## config.mk

```make
export PLATFORM = sky130hd
export DESIGN_NAME = lpwc_core
export DESIGN_NICKNAME = d
export VERILOG_FILES = /design/src/pkg/lpwc_pkg.sv /design/src/logic/lpwc_wake_filter.sv /design/src/logic/lpwc_core.sv
export SDC_FILE = /design/constraint.sdc
export NUM_CORES = 1
export LEC_CHECK = 0
export BUFFER_PORTS_ARGS = -buffer_cell sky130_fd_sc_hd__buf_2
export CAP_MARGIN = 20
export CORE_MARGIN = 1.5
export CORE_UTILIZATION = 35
export CTS_BUF_LIST = sky130_fd_sc_hd__clkbuf_4 sky130_fd_sc_hd__clkbuf_8
export DETAILED_ROUTE_END_ITERATION = 12
export MAX_ROUTING_LAYER = met4
export PLACE_DENSITY = 0.59
export SLEW_MARGIN = 20
export SYNTH_ARGS = -nofsm -noshare
export SYNTH_HDL_FRONTEND = slang
export SYNTH_SLANG_ARGS = --single-unit
```

## constraint.sdc

```tcl
create_clock -name ref_clk -period 4.1 [get_ports ref_clk]
set_input_delay 1.025 -clock ref_clk [delete_from_list [all_inputs] [get_ports ref_clk]]
set_output_delay 1.025 -clock ref_clk [all_outputs]
set_load 0.01 [all_outputs]
```

## src/pkg/lpwc_pkg.sv

```systemverilog
// Package: constants, source indices and carrier types for the low-power wake control
package lpwc_pkg;

    // Interrupt source indices in the request vector
    localparam int SRC_SERIAL = 0;
    localparam int SRC_CSIO_I2C = 1;
    localparam int SRC_KEY = 2;
    localparam int SRC_ADC = 3;
    localparam int SRC_PET = 4;
    localparam int SRC_GTB = 5;
    localparam int SRC_CAL = 6;
    localparam int SRC_EXT0 = 7;
    localparam int SRC_EXT1 = 8;
    localparam int SRC_EXT3 = 9;
    localparam int SRC_VMON1 = 10;
    localparam int SRC_VMON2 = 11;
    localparam int SRC_OSCSTOP = 12;
    localparam int NUM_SRC = 13;

    // Pulse event timer count source encodings
    localparam logic [1:0] PET_SRC_DIV = 2'h0;
    localparam logic [1:0] PET_SRC_OCO = 2'h1;
    localparam logic [1:0] PET_SRC_SUB32 = 2'h2;
    localparam logic [1:0] PET_SRC_EXT = 2'h3;

    // Wake latency figures
    localparam int FLASH_SYS_CYCLES = 12;
    localparam int FLASH_WAKE_NS = 30000;
    localparam int CLK_PERIOD_NS = 8;
    localparam int FLASH_WAKE_CYCLES = FLASH_WAKE_NS / CLK_PERIOD_NS;
    localparam int CPU_RESTART_CYCLES = 6;
    localparam int IRQ_SEQ_CYCLES = 20;
    localparam int CNT_W = 16;

    // Peripheral setup that decides which requests may wake the device
    typedef struct packed {
        logic serial_ext_clk;   // Serial interface on external clock
        logic adc_single;       // Converter in single-conversion mode
        logic pet_event_mode;   // Pulse event timer in event-counter mode
        logic pet_filter_on;    // Pulse event timer input filter on
        logic [1:0] pet_src;    // Pulse event timer count source
        logic cal_rtc_mode;     // Calendar timer in real-time-clock mode
        logic ext0_filter_on;
        logic ext1_filter_on;
        logic ext3_filter_on;
        logic vmon1_filter_off;
        logic vmon2_filter_off;
    } lpwc_periph_cfg_t;

    // Power state, one-hot
    typedef enum logic [5:0] {
        PS_RUN   = 6'h01,
        PS_SLEEP = 6'h02,
        PS_STOP  = 6'h04,
        PS_FLASH = 6'h08,
        PS_CLKRS = 6'h10,
        PS_IRQSQ = 6'h20
    } lpwc_state_t;

    // Clock gating outputs
    typedef struct packed {
        logic cpu_clk_en;
        logic periph_clk_en;    // f1, f2, f4, f8, f32
        logic osc_en;
        logic flash_en;
    } lpwc_clk_ctl_t;

endpackage

```

## src/logic/lpwc_wake_filter.sv

```systemverilog
// Wake qualification: which pending requests may end sleep or stop
`timescale 1ns/1ps
module lpwc_wake_filter
    import lpwc_pkg::*;
(
    input wire logic [NUM_SRC-1:0] irq_req,       // Pending peripheral requests
    input wire logic [NUM_SRC-1:0] irq_enabled,   // Priority level nonzero
    input wire lpwc_periph_cfg_t cfg,             // Peripheral setup
    input wire logic periph_halt,                 // Peripheral clocks halt in sleep
    output logic sleep_wake,                      // Request may end sleep
    output logic stop_wake                        // Request may end stop
);
    logic [NUM_SRC-1:0] ok_run;
    logic [NUM_SRC-1:0] ok_halt;
    logic [NUM_SRC-1:0] ok_stop;
    logic [NUM_SRC-1:0] live;
    wire pet_no_filt_evt = cfg.pet_event_mode & ~cfg.pet_filter_on;
    wire pet_osc_src = (cfg.pet_src == PET_SRC_OCO) | (cfg.pet_src == PET_SRC_SUB32);

    always_comb begin
        ok_run = '1;
        ok_run[SRC_ADC] = cfg.adc_single;
        ok_halt = '0;
        ok_halt[SRC_SERIAL] = cfg.serial_ext_clk;
        ok_halt[SRC_KEY] = 1'b1;
        ok_halt[SRC_PET] = pet_no_filt_evt | pet_osc_src;
        ok_halt[SRC_CAL] = cfg.cal_rtc_mode;
        ok_halt[SRC_EXT0] = ~cfg.ext0_filter_on;
        ok_halt[SRC_EXT1] = ~cfg.ext1_filter_on;
        ok_halt[SRC_EXT3] = ~cfg.ext3_filter_on;
        ok_halt[SRC_VMON1] = 1'b1;
        ok_halt[SRC_VMON2] = 1'b1;
        ok_stop = '0;
        ok_stop[SRC_KEY] = 1'b1;
        ok_stop[SRC_PET] = pet_no_filt_evt & (cfg.pet_src == PET_SRC_EXT);
        ok_stop[SRC_SERIAL] = cfg.serial_ext_clk;
        ok_stop[SRC_EXT0] = ~cfg.ext0_filter_on;
        ok_stop[SRC_EXT1] = ~cfg.ext1_filter_on;
        ok_stop[SRC_EXT3] = ~cfg.ext3_filter_on;
        ok_stop[SRC_VMON1] = cfg.vmon1_filter_off;
        ok_stop[SRC_VMON2] = cfg.vmon2_filter_off;
    end

    assign live = irq_req & irq_enabled;
    assign sleep_wake = |(live & (periph_halt ? ok_halt : ok_run));
    assign stop_wake = |(live & ok_stop);
endmodule

```

## src/logic/lpwc_core.sv

```systemverilog
// Low-power wake control: sleep/stop entry, wake qualification and wake sequencing
//
// What this block does
// - Sleep ends on reset or an enabled, qualified peripheral request.
// - Peripheral clocks running in sleep: every source except the A/D converter may always wake.
// - Peripheral clocks halted: only external- or oscillator-clocked peripherals wake.
// - Clocks running: A/D wakes only in single-conversion mode.
// - Clocks halted: pulse timer wakes if unfiltered event mode or oscillator source.
// - Clocks halted: calendar timer wakes only in real-time-clock mode.
// - Clocks halted: ext_irq0, ext_irq1, ext_irq3 wake only unfiltered.
// - Flash activation: 12 cycles, plus 30 us when flash stays powered.
// - Then 6 cycles CPU clock restart, then 20 cycles interrupt entry.
// - Wake from sleep keeps the CPU clock source and division.
// - Stop halts all oscillators; externally clocked peripherals keep running.
// - Stop: pulse timer wakes only unfiltered external event count; key always.
// - Stop: serial interrupt wakes only with external serial clock.
// - Stop: voltage monitors wake only with their digital filter off.
// - Sleep is entered when the CPU executes the sleep instruction.
// - Peripheral clock halt option gates f1..f32 during sleep.
// - Stop is entered when software sets all_clock_stop.
`timescale 1ns/1ps
module lpwc_core
    import lpwc_pkg::*;
#(
    parameter int FLASH_WAKE_CNT = FLASH_WAKE_CYCLES  // Shorten for simulation
)
(
    input wire logic ref_clk,                          // System clock, 125 MHz
    input wire logic sys_rst,                          // Synchronous reset, active high
    input wire logic sleep_instruction,                // CPU executes sleep, one-cycle pulse
    input wire logic all_clock_stop,                   // Software stop request, level
    input wire logic periph_clk_halt_in_sleep,         // Halt f1..f32 in sleep
    input wire logic flash_power_down,                 // Flash stays off in sleep
    input wire logic global_interrupt_mask,            // CPU interrupt enable flag
    input wire logic [NUM_SRC-1:0] irq_enabled,        // Priority level nonzero per source
    input wire logic [NUM_SRC-1:0] irq_req_pin,        // Raw requests, other domains
    input wire lpwc_periph_cfg_t periph_cfg,           // Peripheral wake setup
    input wire logic [3:0] cpu_clk_sel,                // Live CPU clock source/division
    input wire logic stop_div8_sel,                    // Divide-by-8 selection after stop
    output lpwc_clk_ctl_t clk_ctl,                     // Clock gating
    output logic [3:0] cpu_clk_sel_out,                // Clock setting in force
    output logic stop_div8,                            // Force divide-by-8 after stop
    output logic irq_entry,                            // Interrupt handler may start, pulse
    output logic low_power                             // In sleep or stop or waking
);
    localparam int FLASH_SHORT = FLASH_SYS_CYCLES;
    localparam int FLASH_LONG = FLASH_SYS_CYCLES + FLASH_WAKE_CNT;

    lpwc_state_t state_q;
    lpwc_state_t state_d;
    logic [CNT_W-1:0] cnt_q;
    logic [CNT_W-1:0] cnt_d;
    logic [NUM_SRC-1:0] req_s1_q;
    logic [NUM_SRC-1:0] req_s2_q;
    logic [3:0] clk_hold_q;
    logic from_stop_q;
    logic from_stop_d;
    logic halt_q;
    logic halt_d;
    lpwc_clk_ctl_t clk_ctl_q;
    lpwc_clk_ctl_t clk_ctl_d;
    logic [3:0] clk_sel_q;
    logic div8_q;
    logic entry_q;
    logic lp_q;
    logic sleep_wake;
    logic stop_wake;

    // Requests come from other clock domains
    always_ff @(posedge ref_clk) begin
        req_s1_q <= irq_req_pin;
        req_s2_q <= req_s1_q;
    end

    lpwc_wake_filter u_filter (
        .irq_req(req_s2_q),
        .irq_enabled(irq_enabled),
        .cfg(periph_cfg),
        .periph_halt(halt_q),
        .sleep_wake(sleep_wake),
        .stop_wake(stop_wake)
    );

    function automatic logic [CNT_W-1:0] to_cnt(input int n);
        to_cnt = CNT_W'(n - 1);
    endfunction

    // Global flag gates the wake itself, not only the handler; no wake without it
    wire wake_ok = global_interrupt_mask;
    wire cnt_done = (cnt_q == '0);
    wire [CNT_W-1:0] flash_cnt = flash_power_down ? to_cnt(FLASH_SHORT)
                                                  : to_cnt(FLASH_LONG);

    always_comb begin
        state_d = state_q;
        cnt_d = cnt_done ? cnt_q : cnt_q - CNT_W'(1);
        from_stop_d = from_stop_q;
        halt_d = halt_q;
        case (state_q)
            PS_RUN: begin
                if (all_clock_stop) begin
                    state_d = PS_STOP;
                    from_stop_d = 1'b1;
                end else if (sleep_instruction) begin
                    state_d = PS_SLEEP;
                    from_stop_d = 1'b0;
                    halt_d = periph_clk_halt_in_sleep;
                end
            end
            PS_SLEEP: begin
                if (sleep_wake && wake_ok) begin
                    state_d = PS_FLASH;
                    cnt_d = flash_cnt;
                end
            end
            PS_STOP: begin
                if (stop_wake && wake_ok) begin
                    state_d = PS_FLASH;
                    cnt_d = flash_cnt;
                end
            end
            PS_FLASH: begin
                if (cnt_done) begin
                    state_d = PS_CLKRS;
                    cnt_d = to_cnt(CPU_RESTART_CYCLES);
                end
            end
            PS_CLKRS: begin
                if (cnt_done) begin
                    state_d = PS_IRQSQ;
                    cnt_d = to_cnt(IRQ_SEQ_CYCLES);
                end
            end
            PS_IRQSQ: begin
                if (cnt_done) begin
                    state_d = PS_RUN;
                end
            end
            default: begin
                state_d = PS_RUN;
            end
        endcase
    end

    // Gating follows the next state so outputs change with the state
    always_comb begin
        clk_ctl_d.cpu_clk_en = (state_d == PS_RUN) || (state_d == PS_CLKRS && cnt_d == '0)
                               || (state_d == PS_IRQSQ);
        clk_ctl_d.osc_en = (state_d != PS_STOP);
        clk_ctl_d.periph_clk_en = !((state_d == PS_STOP)
                                  || (state_d == PS_SLEEP && halt_d));
        clk_ctl_d.flash_en = !((state_d == PS_STOP || state_d == PS_SLEEP)
                               && flash_power_down);
    end

    always_ff @(posedge ref_clk) begin
        if (sys_rst) begin
            state_q <= PS_RUN;
            cnt_q <= '0;
            from_stop_q <= 1'b0;
            halt_q <= 1'b0;
        end else begin
            state_q <= state_d;
            cnt_q <= cnt_d;
            from_stop_q <= from_stop_d;
            halt_q <= halt_d;
        end
    end

    wire sleep_entry = (state_q == PS_RUN) && (state_d == PS_SLEEP);
    // Entry edge forwards the live setting; the held copy only lands one edge later
    wire [3:0] held_sel = sleep_entry ? cpu_clk_sel : clk_hold_q;

    // Clock setting captured at sleep entry so a stray write cannot change resume clock
    always_ff @(posedge ref_clk) begin
        if (sys_rst) begin
            clk_hold_q <= 4'h0;
        end else if (sleep_entry) begin
            clk_hold_q <= cpu_clk_sel;
        end
    end

    always_ff @(posedge ref_clk) begin
        if (sys_rst) begin
            clk_ctl_q <= '{cpu_clk_en: 1'b1, periph_clk_en: 1'b1, osc_en: 1'b1,
                           flash_en: 1'b1};
            clk_sel_q <= 4'h0;
            div8_q <= 1'b0;
            entry_q <= 1'b0;
            lp_q <= 1'b0;
        end else begin
            clk_ctl_q <= clk_ctl_d;
            clk_sel_q <= (state_d != PS_RUN && !from_stop_d) ? held_sel : cpu_clk_sel;
            div8_q <= from_stop_d && (state_d != PS_RUN || state_q != PS_RUN) && stop_div8_sel;
            entry_q <= (state_q == PS_IRQSQ) && cnt_done;
            lp_q <= (state_d != PS_RUN);
        end
    end

    assign clk_ctl = clk_ctl_q;
    assign cpu_clk_sel_out = clk_sel_q;
    assign stop_div8 = div8_q;
    assign irq_entry = entry_q;
    assign low_power = lp_q;
endmodule

```

# [Word level (Yosys, flattened, before mapping)]
# Index checks and enable logic that the tools add are counted.
[totals] latch_bits=0 mem_bits_ro=0 word_cells=90 n_memories=0 reg_bits=65 inputBits=50 out_inout_bits=11 ram_bits=0
[classes] div_mod_pow=0 n_mul=0 addsub=1 n_bitwise=11 order_cmp=0 eq_ne=17 shifts=0 n_reduce_logical=22 muxes=24
[op_table] operator="16-bit 2-to-1 mux" n=5
[op_table] operator="16-bit one-hot mux with 4 select lines" n=1
[op_table] operator="6-bit 2-to-1 mux" n=7
[op_table] operator="6-bit one-hot mux with 6 select lines" n=1
[op_table] operator="16-bit zero test" n=2
[op_table] operator="13-bit AND" n=2
[op_table] operator="13-bit OR reduction" n=2
[op_table] operator="16-bit by 1-bit subtractor with 16-bit output, second input constant" n=1
[op_table] operator="13-bit by 12-bit AND with 13-bit output" n=1
[op_table] operator="13-bit 2-to-1 mux" n=1
[op_table] operator="6-bit by 1-bit == test with 1-bit output, second input constant" n=2
[op_table] operator="6-bit by 2-bit == test with 1-bit output, second input constant" n=2
[op_table] operator="6-bit by 3-bit == test with 1-bit output, second input constant" n=2
[op_table] operator="6-bit by 5-bit == test with 1-bit output, second input constant" n=2
[op_table] operator="6-bit == test, second input constant" n=2
[op_table] operator="12-bit 2-to-1 mux" n=1
[op_table] operator="6-bit by 1-bit != test with 1-bit output, second input constant" n=2
[op_table] operator="1-bit logical AND" n=10
[op_table] operator="4-bit 2-to-1 mux" n=2
[op_table] operator="6-bit by 4-bit == test with 1-bit output, second input constant" n=1
[op_table] operator="1-bit 2-to-1 mux" n=6
[op_table] operator="6-bit by 3-bit != test with 1-bit output, second input constant" n=1
[op_table] operator="1-bit logical OR" n=5
[op_table] operator="2-bit == test, second input constant" n=2
[op_table] operator="5 further kinds" n=12

# [Logic depth before layout (Yosys ltp)]
[logic_depth] ltp_word=13 depth_mapped=12 mapped_depth_nobuf=11

# [Modules after synthesis]
# Synthesis repeated with hierarchy kept, for this count alone.
[unflattened] cells_unflattened=318 hier_area_um2=2854.0
[modules_own_cells] module="lpwc_core" instances=1 cells_per_inst=290 area_each_um2=2672.6 seq_area_each_um2=1301.2
[modules_own_cells] module="lpwc_wake_filter" instances=1 cells_per_inst=28 area_each_um2=181.4 seq_area_each_um2=0.0

# [Least setup slack after synthesis]
# Ideal clock, no wire load.
[synth_timing] path_type="input to register" start="input periph_cfg[6] (netlist bit)" end="register clk_ctl_q (netlist bit clk_ctl[3])" setup_slack_ns=1.228 path_buffers=0 arrival_time_ns=2.756 path_stages=8 path_cell_list="ha_1 > o211ai_1 > nand3_1 > o31a_2 > or2b_2 > a32o_1 > o2111a_1 > a31o_1"
[synth_via] elab_chain_len=13
[synth_lines] item="start, declared" line_no="lpwc_core.sv:37" source="input wire lpwc_periph_cfg_t periph_cfg,"
[synth_lines] item="2-bit by 1-bit == test with 1-bit output / 2-bit == test (equally long branches)" line_no="lpwc_wake_filter.sv:18" source="wire pet_osc_src = (cfg.pet_src == PET_SRC_OCO) | (cfg.pet_src == PET_SRC_SUB32);"
[synth_lines] item="1-bit OR" line_no="lpwc_wake_filter.sv:18"
[synth_lines] item="1-bit OR" line_no="lpwc_wake_filter.sv:26" source="ok_halt[SRC_PET] = pet_no_filt_evt | pet_osc_src;"
[synth_lines] item="13-bit 2-to-1 mux" line_no="lpwc_wake_filter.sv:45" source="assign sleep_wake = |(live & (periph_halt ? ok_halt : ok_run));"
[synth_lines] item="13-bit AND" line_no="lpwc_wake_filter.sv:45"
[synth_lines] item="13-bit OR reduction" line_no="lpwc_wake_filter.sv:45"
[synth_lines] item="1-bit logical AND" line_no="lpwc_core.sv:111" source="if (sleep_wake && wake_ok) begin"
[synth_lines] item="6-bit 2-to-1 mux / 16-bit 2-to-1 mux (equally long branches)" line_no="lpwc_core.sv:111"
[synth_lines] item="6-bit one-hot mux with 6 select lines / 16-bit one-hot mux with 4 select lines (equally long branches)" line_no="lpwc_core.sv:99" source="case (state_q)"
[synth_lines] item="6-bit by 5-bit == test with 1-bit output / 16-bit zero test (equally long branches)" line_no="lpwc_core.sv:147" source="clk_ctl_d.cpu_clk_en = (state_d == PS_RUN) || (state_d == PS_CLKRS && cnt_d == '0)"
[synth_lines] item="1-bit logical AND" line_no="lpwc_core.sv:147"
[synth_lines] item="1-bit logical OR" line_no="lpwc_core.sv:147"
[synth_lines] item="1-bit logical OR (*)" line_no="lpwc_core.sv:148" source="|| (state_d == PS_IRQSQ);"
[synth_lines] item="end signal, assigned" line_no="lpwc_core.sv:185" source="clk_ctl_q <= '{cpu_clk_en: 1'b1, periph_clk_en: 1'b1, osc_en: 1'b1,"
[synth_lines] item="end signal, assigned" line_no="lpwc_core.sv:192" source="clk_ctl_q <= clk_ctl_d;"
[synth_lines] item="end, declared" line_no="lpwc_core.sv:60" source="lpwc_clk_ctl_t clk_ctl_q;"
# Every way passes the cells marked *; elsewhere a longest branch is shown, timed or not.
# A chain may end at the register's enable or synchronous reset.

# [Worst setup path after layout]
# Ends and elaborated chain as after synthesis.

==> impl_metrics.env <==
export IMPL_status="finished clean"
export IMPL_die_h_um=94.17
export IMPL_ys_types=67
export IMPL_setup_violations=0
export IMPL_min_delay_path_depth=0
export IMPL_synth_seq_area_share=0.4473
export IMPL_ys_flop_type="dfxtp_1"
export IMPL_post_cts_buffers=0
export IMPL_grt_pass1_wl_um=11070
export IMPL_std_cell_rows=33
export IMPL_required_ns=4.39
export IMPL_wire_per_inst_um=13.69
export IMPL_start_util=0.3576
export IMPL_detail_route_antenna_nets=0
export IMPL_cp_cell_sequence="buf_2 -> ha_1 -> o211ai_1 -> nand3_1 -> o31a_2 -> a31oi_1 -> nor4b_2 -> o2111a_1 -> a31o_1"
export IMPL_hold_violations=0
export IMPL_slew_viol_final=0
export IMPL_critPathCaptureType="flip-flop"
export IMPL_overflow=0
export IMPL_design_core_area_um2=8134
export IMPL_layout_common_cells="dfxtp_1, buf_2, nor2_1"
export IMPL_grt_max_degree=29
export IMPL_drc=0
export IMPL_viasPerCell=5.207
export IMPL_ios=61
export IMPL_pre_cts_ws_ns=0.9769
export IMPL_drtIter0Drc=181
export IMPL_cp_arrival_ns=3.11
export IMPL_cts_tree="done"
export IMPL_cts_buffers=9
export IMPL_areaGrowthSynthToFinish_pct=19.27
export IMPL_final_common_cell="dfxtp_1"
export IMPL_crit_type="in -> reg"
export IMPL_synth_edf_count=0
export IMPL_fin_crit_sh=0.6891
export IMPL_clock_skew_ns=0.01077
export IMPL_ctsHoldBuffers=0
export IMPL_synthesis_area_um2=2909
export IMPL_gp_congestion=0.8092
export IMPL_finalWirelength_um=6751
export IMPL_start_kind="primary input"
export IMPL_vdd_ir_drop_max_mv=0.2899
export IMPL_worst_slew_pin_slew_ns=0.7577
export IMPL_path_delay_family="compound AO/OA/AOI/OAI gates"
export IMPL_r2r_end="clk_ctl[3]"
export IMPL_rsz0062_at_grt="no"
export IMPL_p_total_mw=2.341
export IMPL_root_buffer="clkbuf_8"
export IMPL_portBuffers=60
export IMPL_final_setup_worst_slack_ns=1.275
export IMPL_drive_gt1_frac=0.2448
export IMPL_track_usage=0.1670
export IMPL_num_vias=2567
export IMPL_fillers=812
export IMPL_synth_nets=380
export IMPL_max_freq_mhz=353.9
export IMPL_worst_path_max_fanout=6
export IMPL_reg2reg_from="cnt_q[0]"
export IMPL_die_w_um=94.17
export IMPL_antennaDiodeCount=0
export IMPL_dp_hpwl_um=5089
export IMPL_yosys_warnings=0
export IMPL_ctsResizeCount=0
export IMPL_synth_seq_cells=65
export IMPL_clock_sinks=65
export IMPL_cp_depth=9
export IMPL_path_clk_slew_ns=0.07
export IMPL_grt_pass1_vias=2428
export IMPL_clockBufferDepth=2
export IMPL_hold_end="req_s2_q[2]"
export IMPL_die_area_um2=8867
export IMPL_syn_avg_cell_area_um2=8.923
export IMPL_rr_worst_depth=11
export IMPL_relSlewSlack=0.4910
export IMPL_syn_inst=326
export IMPL_slowest_delay_ns=0.39
export IMPL_setup_tns_final_ns=0
export IMPL_min_period_ns=2.825
export IMPL_path_buf_inv=1
export IMPL_antenna_found_initial=0
export IMPL_timing_max_cap_violations=0
export IMPL_r2r_setup_slack_ns=1.49
export IMPL_leakagePower_nw=1.484
export IMPL_synthArstFlopShare=0
export IMPL_cts_max_level=3
export IMPL_clock_latency_ns=0.35
export IMPL_p_per_area_nw_per_um2=674.7
export IMPL_nets=437
export IMPL_critPathSlowestCell="o31a_2"
export IMPL_hp_class="reg -> reg"
export IMPL_firstDrtPassIters=5
export IMPL_hp_start="req_s1_q[2]"
## worst max path at each step
stage	startpoint	endpoint	slack, ns
2_1_floorplan	periph_cfg[6]	clk_ctl[3]	1.23
3_3_place_gp	periph_cfg[6]	clk_ctl[3]	1.03
4_1_cts	periph_cfg[6]	clk_ctl[3]	1.31
5_1_grt	periph_cfg[6]	clk_ctl[3]	1.17
6_report	periph_cfg[6]	clk_ctl[3]	1.27
3_5_place_dp	periph_cfg[6]	clk_ctl[3]	0.98
## stage by stage
step           utilization  cells  hold WS, ns  area (µm²)
3_3_place_gp        0.4015    477       0.3106        3266
6_report            0.4266    493       0.3284        3470
2_1_floorplan            -    326       0.3096        2909
5_1_grt             0.4266    493       0.3310        3470
3_5_place_dp        0.4015    477       0.3121        3266
4_1_cts             0.4266    493       0.3288        3470
## area by class of cell
type	instances	area (µm²)	share of cell area
multi-input cells	236	1491	0.4299
repair buffers	60	300.3	0.08655
clock buffers	10	137.6	0.03967
inverters	11	41.29	0.01190
well taps	105	131.4	0.03787
clock inverters	6	66.31	0.01911
flip-flops and latches	65	1301	0.3750
## cell usage after synthesis (3+ instances only)
| library cell | n | area share |
|---|---|---|
| a211oi_1 | 3 | 0.0077 |
| a21oi_1 | 23 | 0.040 |
| a22oi_1 | 5 | 0.013 |
| a31oi_1 | 4 | 0.0086 |
| and3_1 | 3 | 0.0065 |
| buf_2 | 4 | 0.0069 |
| clkbuf_1 | 8 | 0.010 |
| dfxtp_1 | 65 | 0.45 |
| ha_1 | 4 | 0.017 |
| inv_1 | 10 | 0.013 |
| mux2i_1 | 6 | 0.021 |
| nand2_1 | 29 | 0.037 |
| nand3_1 | 12 | 0.021 |
| nand3b_1 | 3 | 0.0077 |
| nor2_1 | 36 | 0.046 |
| nor2b_1 | 4 | 0.0086 |
| nor3_1 | 10 | 0.017 |
| nor4_1 | 7 | 0.015 |
| nor4b_1 | 3 | 0.0090 |
| o211ai_1 | 3 | 0.0077 |
| o21ai_0 | 10 | 0.017 |
| or3_1 | 7 | 0.015 |
| xnor2_1 | 3 | 0.0090 |
| xor2_1 | 10 | 0.030 |
## flip-flops by register name, indices dropped and copies added (netlist names)
signal           cells
cnt_q               16
cpu_clk_sel_out      4
low_power            1
req_s1_q            13
irq_entry            1
halt_q               1
state_q              6
from_stop_q          1
stop_div8            1
req_s2_q            13
clk_ctl              4
clk_hold_q           4
## kinds of logic (layout without fill, tap and decap cells)
group,count (synthesis),after routing,synth area share
AND/OR/NAND/NOR,141,141,0.2667
AO/OA/AOI/OAI,72,72,0.1690
flip-flops,65,65,0.4473
buffers and inverters,25,87,0.04000
XOR/XNOR,13,13,0.03914
multiplexers,6,6,0.02065
adder cells (fa/ha/maj),4,4,0.01720
## layer usage
metal	vias to the layer above	global-route usage	routed length, µm
li1	1290	-	-
met1	1168	0.2147	3095
met2	103	0.2554	3161
met3	6	0.04369	422
met4	0	0.05348	71
met5	-	-	0
## where the power goes
part           leakage (nW)  switching (mW)  internal [mW]  total (mW)
logic                 0.849           0.534          0.408       0.942
registers             0.540           0.114          0.730       0.844
clock network        0.0949           0.257          0.298       0.555
No activity file was read; power rests on OpenSTA's default activity.
